==> src/capun_regs.svh <==
// Register offsets, field positions, reset values and encodings of the capture unit.
// Assumes Avalon-MM word addressing by byte address with 32-bit data.
`ifndef CAPUN_REGS_SVH
`define CAPUN_REGS_SVH

`define CAPUN_OFF_CTRL      8'h00
`define CAPUN_OFF_CAP_LOW   8'h04
`define CAPUN_OFF_CAP_HIGH  8'h08
`define CAPUN_OFF_FLAGS     8'h0C
`define CAPUN_OFF_IRQ_EN    8'h10
`define CAPUN_OFF_TMR_SEL   8'h14
`define CAPUN_OFF_OD_CTRL   8'h18
`define CAPUN_OFF_PORT      8'h1C
`define CAPUN_OFF_PIN_CFG   8'h20

`define CAPUN_FLAG_BIT      1
`define CAPUN_IRQEN_RST     8'h00
`define CAPUN_CTRL_RST      4'h0
`define CAPUN_OD_RST        6'h00
`define CAPUN_REMAP_RST     1'b1
`define CAPUN_PIN_CFG_RST   2'h3

`define CAPUN_M_FALL        4'h4
`define CAPUN_M_RISE        4'h5
`define CAPUN_M_RISE4       4'h6
`define CAPUN_M_RISE16      4'h7

`define CAPUN_PRESC4_TOP    4'h3
`define CAPUN_PRESC16_TOP   4'hF

`endif

==> src/capun_pkg.sv <==
// Types shared by the capture unit.
// Assumes the register header is included by users of offsets.
package capun_pkg;
   typedef enum logic [1:0] {
      CAPUN_EV_NONE,
      CAPUN_EV_FALL,
      CAPUN_EV_RISE,
      CAPUN_EV_PRESC
   } capun_ev_t;
endpackage

==> src/capun_top.sv <==
// Capture channel with timer select, open-drain pin options, remap strap and interrupt enables.
// Assumes the timer counts arrive on this clock; the capture pin is asynchronous.
// Functional notes
// - On a capture event copy the full 16-bit selected timer count into the pair.
// - Events: each falling, each rising, every fourth or every sixteenth rising edge.
// - The low nibble of the channel control register selects the event type.
// - Each capture sets the channel interrupt flag at bit 1 of the flag register.
// - A new capture overwrites the earlier value even if not yet read.
// - With the pin set as output, a port register write causes a capture.
// - A per-channel field in the timer select register picks the capture timer.
// - Open-drain bits 7 to 2 make a channel's driver open-drain in output modes.
// - Remap bit 1 routes channels six to nine to group A when 1, else B.
// - Enable register bits 7 to 0 enable interrupts of channels ten down to three.
// - On the small-memory variant, enable bits for channels ten and nine are unimplemented.
//
// Added by the designer: the register offsets and the Avalon-MM interface to the registers.
`timescale 1ns/1ps
`include "capun_regs.svh"

module capun_top
   import capun_pkg::*;
#(
   parameter bit SMALL_MEM = 1'b0
) (
   input  wire logic        clock,
   input  wire logic        srst,
   input  wire logic [7:0]  avs_address,
   input  wire logic        avs_read,
   input  wire logic        avs_write,
   input  wire logic [31:0] avs_writedata,
   output logic [31:0]      avs_readdata,
   output logic             avs_waitrequest,
   input  wire logic [15:0] timer_one_count,
   input  wire logic [15:0] timer_three_count,
   input  wire logic        cap_pin_in,
   output logic             cap_pin_out,
   output logic             cap_pin_oe,
   input  wire logic        remap_strap,
   output logic             remap_group_a,
   output logic [5:0]       open_drain_select_bits,
   output logic             irq
);
   logic [3:0]  capture_event_select;
   logic [15:0] capture_value_r;
   logic [7:0]  peripheral_flag_reg_four;
   logic [7:0]  capture_channel_irq_enable_hi;
   logic [7:0]  timer_select_regs;
   logic        pin_direction_bit;
   logic        port_latch_r;
   logic        channel_pin_remap_bit;
   logic        strap_taken_r;
   logic        strap_s1_r;
   logic        strap_s2_r;
   logic        sync1_r;
   logic        sync2_r;
   logic        pin_prev_r;
   logic [3:0]  presc_r;
   logic        ack_r;

   // Two-flop synchronisers for the capture pin and the strap; only the second stage of each feeds logic.
   always_ff @(posedge clock) begin
      sync1_r    <= cap_pin_in;
      sync2_r    <= sync1_r;
      strap_s1_r <= remap_strap;
      strap_s2_r <= strap_s1_r;
   end

   wire bus_req  = (avs_read | avs_write) & ~ack_r;
   wire wr_take  = avs_write & ack_r;
   wire sel_ctrl = avs_address == `CAPUN_OFF_CTRL;
   wire sel_flag = avs_address == `CAPUN_OFF_FLAGS;
   wire sel_en   = avs_address == `CAPUN_OFF_IRQ_EN;
   wire sel_tsel = avs_address == `CAPUN_OFF_TMR_SEL;
   wire sel_od   = avs_address == `CAPUN_OFF_OD_CTRL;
   wire sel_port = avs_address == `CAPUN_OFF_PORT;

   // The pin level seen by the edge detector is the driven latch when the pin is an output.
   // That path skips the output register and the synchroniser, so an edge driven by the block is seen three cycles sooner.
   wire       pin_level = pin_direction_bit ? sync2_r : port_latch_r;
   wire       rise      = pin_level & ~pin_prev_r;
   wire       fall      = ~pin_level & pin_prev_r;
   // A port write with the pin as output is a capture condition on its own.
   wire       port_cap  = wr_take & sel_port & ~pin_direction_bit;

   // Codes outside the four capture modes decode to no event, so the pin never captures there.
   function automatic capun_ev_t decode_mode(input logic [3:0] m);
      case (m)
         `CAPUN_M_FALL:   decode_mode = CAPUN_EV_FALL;
         `CAPUN_M_RISE:   decode_mode = CAPUN_EV_RISE;
         `CAPUN_M_RISE4:  decode_mode = CAPUN_EV_PRESC;
         `CAPUN_M_RISE16: decode_mode = CAPUN_EV_PRESC;
         default:         decode_mode = CAPUN_EV_NONE;
      endcase
   endfunction

   wire capun_ev_t ev_kind = decode_mode(capture_event_select);
   wire [3:0] presc_top = (capture_event_select == `CAPUN_M_RISE16) ? `CAPUN_PRESC16_TOP : `CAPUN_PRESC4_TOP;
   logic edge_hit;
   always_comb begin
      case (ev_kind)
         CAPUN_EV_FALL:  edge_hit = fall;
         CAPUN_EV_RISE:  edge_hit = rise;
         CAPUN_EV_PRESC: edge_hit = rise & (presc_r == presc_top);
         default:        edge_hit = 1'b0;
      endcase
   end
   wire cap_evt = edge_hit | port_cap;
   // Timer selection field bit 0 chooses the capture timer.
   wire [15:0] sel_count = timer_select_regs[0] ? timer_three_count : timer_one_count;

   // Enable bits of channels ten and nine stay zero on the small variant and read back as zero.
   wire [7:0] en_mask = SMALL_MEM ? 8'h3F : 8'hFF;
   wire       flag_clr = wr_take & sel_flag & avs_writedata[`CAPUN_FLAG_BIT];

   always_ff @(posedge clock) begin
      if (srst) begin
         pin_prev_r <= 1'b0;
         presc_r    <= 4'h0;
      end else begin
         pin_prev_r <= pin_level;
         // A rewritten mode restarts the count, so a smaller ratio never starts above its top.
         if (ev_kind != CAPUN_EV_PRESC)
            presc_r <= 4'h0;
         else if (wr_take && sel_ctrl)
            presc_r <= 4'h0;
         else if (rise)
            presc_r <= (presc_r == presc_top) ? 4'h0 : presc_r + 4'h1;
      end
   end

   always_ff @(posedge clock) begin
      if (srst)
         capture_value_r <= 16'h0000;
      else if (cap_evt)
         capture_value_r <= sel_count;
   end

   // Set wins over a same-cycle write-one clear; hardware never clears the flag.
   always_ff @(posedge clock) begin
      if (srst)
         peripheral_flag_reg_four <= 8'h00;
      else if (cap_evt)
         peripheral_flag_reg_four[`CAPUN_FLAG_BIT] <= 1'b1;
      else if (flag_clr)
         peripheral_flag_reg_four[`CAPUN_FLAG_BIT] <= 1'b0;
   end

   always_ff @(posedge clock) begin
      if (srst) begin
         capture_event_select          <= `CAPUN_CTRL_RST;
         capture_channel_irq_enable_hi <= `CAPUN_IRQEN_RST;
         timer_select_regs             <= 8'h00;
         open_drain_select_bits        <= `CAPUN_OD_RST;
         pin_direction_bit             <= 1'b1;
         port_latch_r                  <= 1'b0;
      end else if (wr_take) begin
         if (sel_ctrl)
            capture_event_select <= avs_writedata[3:0];
         if (sel_en)
            capture_channel_irq_enable_hi <= avs_writedata[7:0] & en_mask;
         if (sel_tsel)
            timer_select_regs <= avs_writedata[7:0];
         if (sel_od)
            open_drain_select_bits <= avs_writedata[7:2];
         if (sel_port) begin
            port_latch_r      <= avs_writedata[0];
            pin_direction_bit <= avs_writedata[1];
         end
      end
   end

   // The strap is taken once after reset release; later changes of the pin are ignored.
   always_ff @(posedge clock) begin
      if (srst) begin
         strap_taken_r         <= 1'b0;
         channel_pin_remap_bit <= `CAPUN_REMAP_RST;
      end else if (!strap_taken_r) begin
         strap_taken_r         <= 1'b1;
         channel_pin_remap_bit <= strap_s2_r;
      end
   end

   // Open-drain (bit 0 of the select bits is this channel) only drives low.
   wire od_this  = open_drain_select_bits[0];
   wire drive_en = ~pin_direction_bit & (~od_this | ~port_latch_r);

   // Reserved bits and unmapped offsets read as zero.
   logic [31:0] rd_mux;
   always_comb begin
      case (avs_address)
         `CAPUN_OFF_CTRL:     rd_mux = {28'h0, capture_event_select};
         `CAPUN_OFF_CAP_LOW:  rd_mux = {24'h0, capture_value_r[7:0]};
         `CAPUN_OFF_CAP_HIGH: rd_mux = {24'h0, capture_value_r[15:8]};
         `CAPUN_OFF_FLAGS:    rd_mux = {24'h0, peripheral_flag_reg_four};
         `CAPUN_OFF_IRQ_EN:   rd_mux = {24'h0, capture_channel_irq_enable_hi};
         `CAPUN_OFF_TMR_SEL:  rd_mux = {24'h0, timer_select_regs};
         `CAPUN_OFF_OD_CTRL:  rd_mux = {24'h0, open_drain_select_bits, 2'h0};
         `CAPUN_OFF_PORT:     rd_mux = {30'h0, pin_direction_bit, port_latch_r};
         `CAPUN_OFF_PIN_CFG:  rd_mux = {30'h0, channel_pin_remap_bit, strap_taken_r};
         default:             rd_mux = 32'h0;
      endcase
   end

   // Channel four's flag with its enable bit (bit 1) forms the interrupt.
   wire irq_nxt = peripheral_flag_reg_four[`CAPUN_FLAG_BIT] & capture_channel_irq_enable_hi[1];

   // One wait cycle per access keeps the read path registered.
   // A request is answered at the second edge after it rises, so each access takes two cycles.
   always_ff @(posedge clock) begin
      if (srst) begin
         ack_r           <= 1'b0;
         avs_readdata    <= 32'h0;
         avs_waitrequest <= 1'b1;
         cap_pin_out     <= 1'b0;
         cap_pin_oe      <= 1'b0;
         remap_group_a   <= `CAPUN_REMAP_RST;
         irq             <= 1'b0;
      end else begin
         ack_r           <= bus_req;
         avs_readdata    <= rd_mux;
         avs_waitrequest <= ~bus_req;
         cap_pin_out     <= port_latch_r;
         cap_pin_oe      <= drive_en;
         remap_group_a   <= channel_pin_remap_bit;
         irq             <= irq_nxt;
      end
   end
endmodule

==> config.mk <==
export PLATFORM = sky130hd
export DESIGN_NAME = capun_top
export DESIGN_NICKNAME = d
export VERILOG_FILES = /design/src/capun_pkg.sv /design/src/capun_top.sv
export VERILOG_INCLUDE_DIRS = /design/src /design/src/src
export SDC_FILE = /design/constraint.sdc
export NUM_CORES = 1
export LEC_CHECK = 0
export ABC_AREA = 1
export BUFFER_PORTS_ARGS = -buffer_cell sky130_fd_sc_hd__buf_4
export CAP_MARGIN = 20
export CORE_UTILIZATION = 54
export DETAILED_ROUTE_END_ITERATION = 8
export PLACE_DENSITY = 0.85
export SLEW_MARGIN = 15
export SYNTH_ARGS = -nofsm -noshare
export SYNTH_HDL_FRONTEND = slang
export SYNTH_SLANG_ARGS = --single-unit
==> constraint.sdc <==
create_clock -name clock -period 2 [get_ports clock]
set_input_delay 0.1 -clock clock [delete_from_list [all_inputs] [get_ports clock]]
set_output_delay 0.1 -clock clock [all_outputs]
set_load 0.01 [all_outputs]
==> metrics <==
status=completed; initial core utilization=~57%; power density cells=652 nW/um^2; total CTS buffers=9; Die W=around 82 um; H-Tree Depth=3; VDD IR-drop max=about 0.44 mV; power share of the combinational group=7.5%; first-pass GRT wire length=12.7 mm; Worst Setup Path Type=reg2reg; Net Sw Frac=~22%; Mapped Area=around 3500 sq um; input/output buffers=72; count leader, synth=nand2_1; Post-synth ARST share=0%; Period Utilization, post-route=82.8%; clk_skew=6.94 ps; GRT Total Usage=25.1%; die footprint=between 6000 and 7000 sq um; routability cong.=about 0.85; post_cts resized=0; Reg area=1400 sq um; Final Hold Fails=0; Diodes inserted=0; Seq/Total Area, Yosys=~41%; top post-synthesis cells by area=dfxtp_1 41%, nand2_1 9.5%, inv_1 7.2%, nor2_1 6.1%, buf_4 5.2%; Core Area=slightly above 6000 sq um; library cells used by synthesis=32; actual slew at the worst max-slew pin=roughly 550 ps; Mapped Avg Cell Area=7.26 sq um; clock power share=between 40% and 50%; setup TNS=0 ps; largest net degree at the start of global routing=29; DR iter-0 viols=about 240; Post-DRT Antenna Nets=0; Static Leak=between 1.5 and 2 nW; clk_lat worst skew=around 350 ps; most frequent cells after synthesis=87 x nand2_1, 70 x dfxtp_1, 66 x inv_1; biggest area consumer among synthesized cells=dfxtp_1; # rows=28; critical path arrival=1940 ps; unrepaired setup endpoints after global routing=no; Core Util, Final=68.2%; CP endpoint kind=flip-flop; Slew headroom=63.1%; Fmax achieved=just over 600 MHz; die height=around 82 um; Clk pin slew, worst setup/hold paths=roughly 70 ps; Net Sw Power=roughly 0.61 mW; first drt pass iteration count=5; Synth Instances=around 480; CP required=approximately 2300 ps; multi-input logic area=approximately 1600 sq um; Ports=121; area growth from synthesis to layout=19.6%; post-synthesis register bit count=70; Critical Path Source Type=flip-flop; DRC Markers=0; hold crit path type=in2reg; DP HPWL=roughly 5.7 mm; Post-synth EDFFs=0; via count=approximately 3200; crit path max fanout=17; hold_buf cts=2; fin nets=approximately 630; Fill cells=around 530; Avg Vias per Cell=around 5.0; number of global-route vias before repair=just under 3000; grt ovf=0; Post-CTS Setup Bufs=0; max_cap viols=0; initial antenna violation count=0; synth warn=0; Routed WL per cell=12.1 um; clock root buffer=clkbuf_8; CTS tree=done; final setup violation count=0; Max Slew Vio Count=0; ratio of cells with drive above 1 in the final layout=between 20% and 30%; post-synth top area share=between 40% and 50%; internal power=2.09 mW; Sink Count=70; aggregate routed wire length=~7.6 mm; clock buffer depth=2; Reg power frac=between 50% and 60%; Final min period=1660 ps; top_reg_cell synth=dfxtp_1
==> layout by cell type (no fill, tap or decap) <==
cell type and n:
a211oi_1 1, a21oi_1 30, a31oi_1 1, buf_4 75, bufinv_16 1, clkbuf_1 1, clkbuf_8 10, clkinv_2 1
conb_1 24, dfxtp_1 70, dlygate4sd3_1 2, ha_1 1, inv_1 66, inv_2 3, mux2i_1 16, nand2_1 87
nand2_2 6, nand2_4 1, nand3_1 34, nand3_2 3, nand3_4 2, nand3b_1 1, nand4_1 2, nand4_4 1
nor2_1 56, nor2_2 2, nor2_4 5, nor3_1 5, o21ai_0 35, o21ai_1 1, o22ai_1 5, or2_2 1
xnor2_1 1, xor2_1 1
==> flip-flops by register name, indices dropped and copies added, names as in the netlist, 4 cells and up <==
name and cells:
open_drain_select_bits 6, presc_r 4, capture_value_r 16, timer_select_regs 8, capture_channel_irq_enable_hi 8, avs_readdata 8
capture_event_select 4
==> area by class of cell <==
class                           count  area share (%)
Sequential cell                    70            33.9
Clock inverter                      2           0.848
Timing Repair Buffer               77            14.1
Multi-Input combinational cell    322            39.2
Inverter                           69            6.27
Clock buffer                       11            3.42
Tap cell                           75            2.27
==> power by group through the flow <==
stage          Clock [mW]  Sequential [mW]  Combinational, mW
2_1_floorplan           0             1.44              0.123
3_5_place_dp            0             1.44              0.197
4_1_cts              1.10             1.41              0.201
5_1_grt              1.15             1.41              0.224
6_report             1.08             1.41              0.201
3_3_place_gp            0             1.44              0.191
==> worst max-delay path: stages, from the launching register on <==
cell,delay (ps)
dfxtp_1,490
nand2_1,140
o21ai_1,160
nand2_1,120
nand3_1,140
nand4_4,250
nand2_1,130
inv_1,50
nor2_1,110
==> path summary, 6_finish.rpt <==
kind              slack (ps)  depth (start not counted)                                       endpoint                                 start
setup / recovery         340                          8               capture_value_r[11]$_SDFFE_PP0P_  capture_event_select[1]$_SDFFE_PP0P_
hold / removal            20                          3  capture_channel_irq_enable_hi[7]$_SDFFE_PP0P_                      avs_writedata[7]
setup reg to reg         340                          8               capture_value_r[11]$_SDFFE_PP0P_  capture_event_select[1]$_SDFFE_PP0P_
hold reg to reg          330                          0                             strap_s2_r$_DFF_P_                    strap_s1_r$_DFF_P_
==> cells by family (layout without fill, tap and decap cells) <==
logic type	Yosys count	count (layout)	share of synthesized area, %
AOI/OAI and AO/OA	73	73	10.9
xor gates and xnor gates	2	2	0.507
adders and majority gates	1	1	0.362
buffers and inverters	107	159	15.1
DFF	70	70	40.6
muxes	16	16	4.64
other	1	24	0.109
and+or+nand+nor	206	206	27.9
==> through the flow <==
step / cells / hold slack [ps] / power [mW] / area (sq um) / setup WS, ps
finish: 626 / 22.8 / 2.69 / 4130 / 344
global route: 626 / 42.2 / 2.78 / 4130 / 183
CTS: 626 / 18.3 / 2.71 / 4130 / 354
detailed placement: 611 / 206 / 1.64 / 3940 / 316
global placement: 611 / 207 / 1.63 / 3940 / 421
floorplan: 499 / 128 / 1.57 / 3540 / 647
==> metal layers <==
layer | up-vias | part of all wire (%) | track usage [%]
met4 | 0 | 1.8 | 10.2
li1 | 1602 | - | -
met1 | 1397 | 43 | 30.6
met2 | 146 | 48 | 42.1
met5 | - | 0 | 0
met3 | 12 | 8.0 | 6.00
No activity file was read; power rests on OpenSTA's default activity.
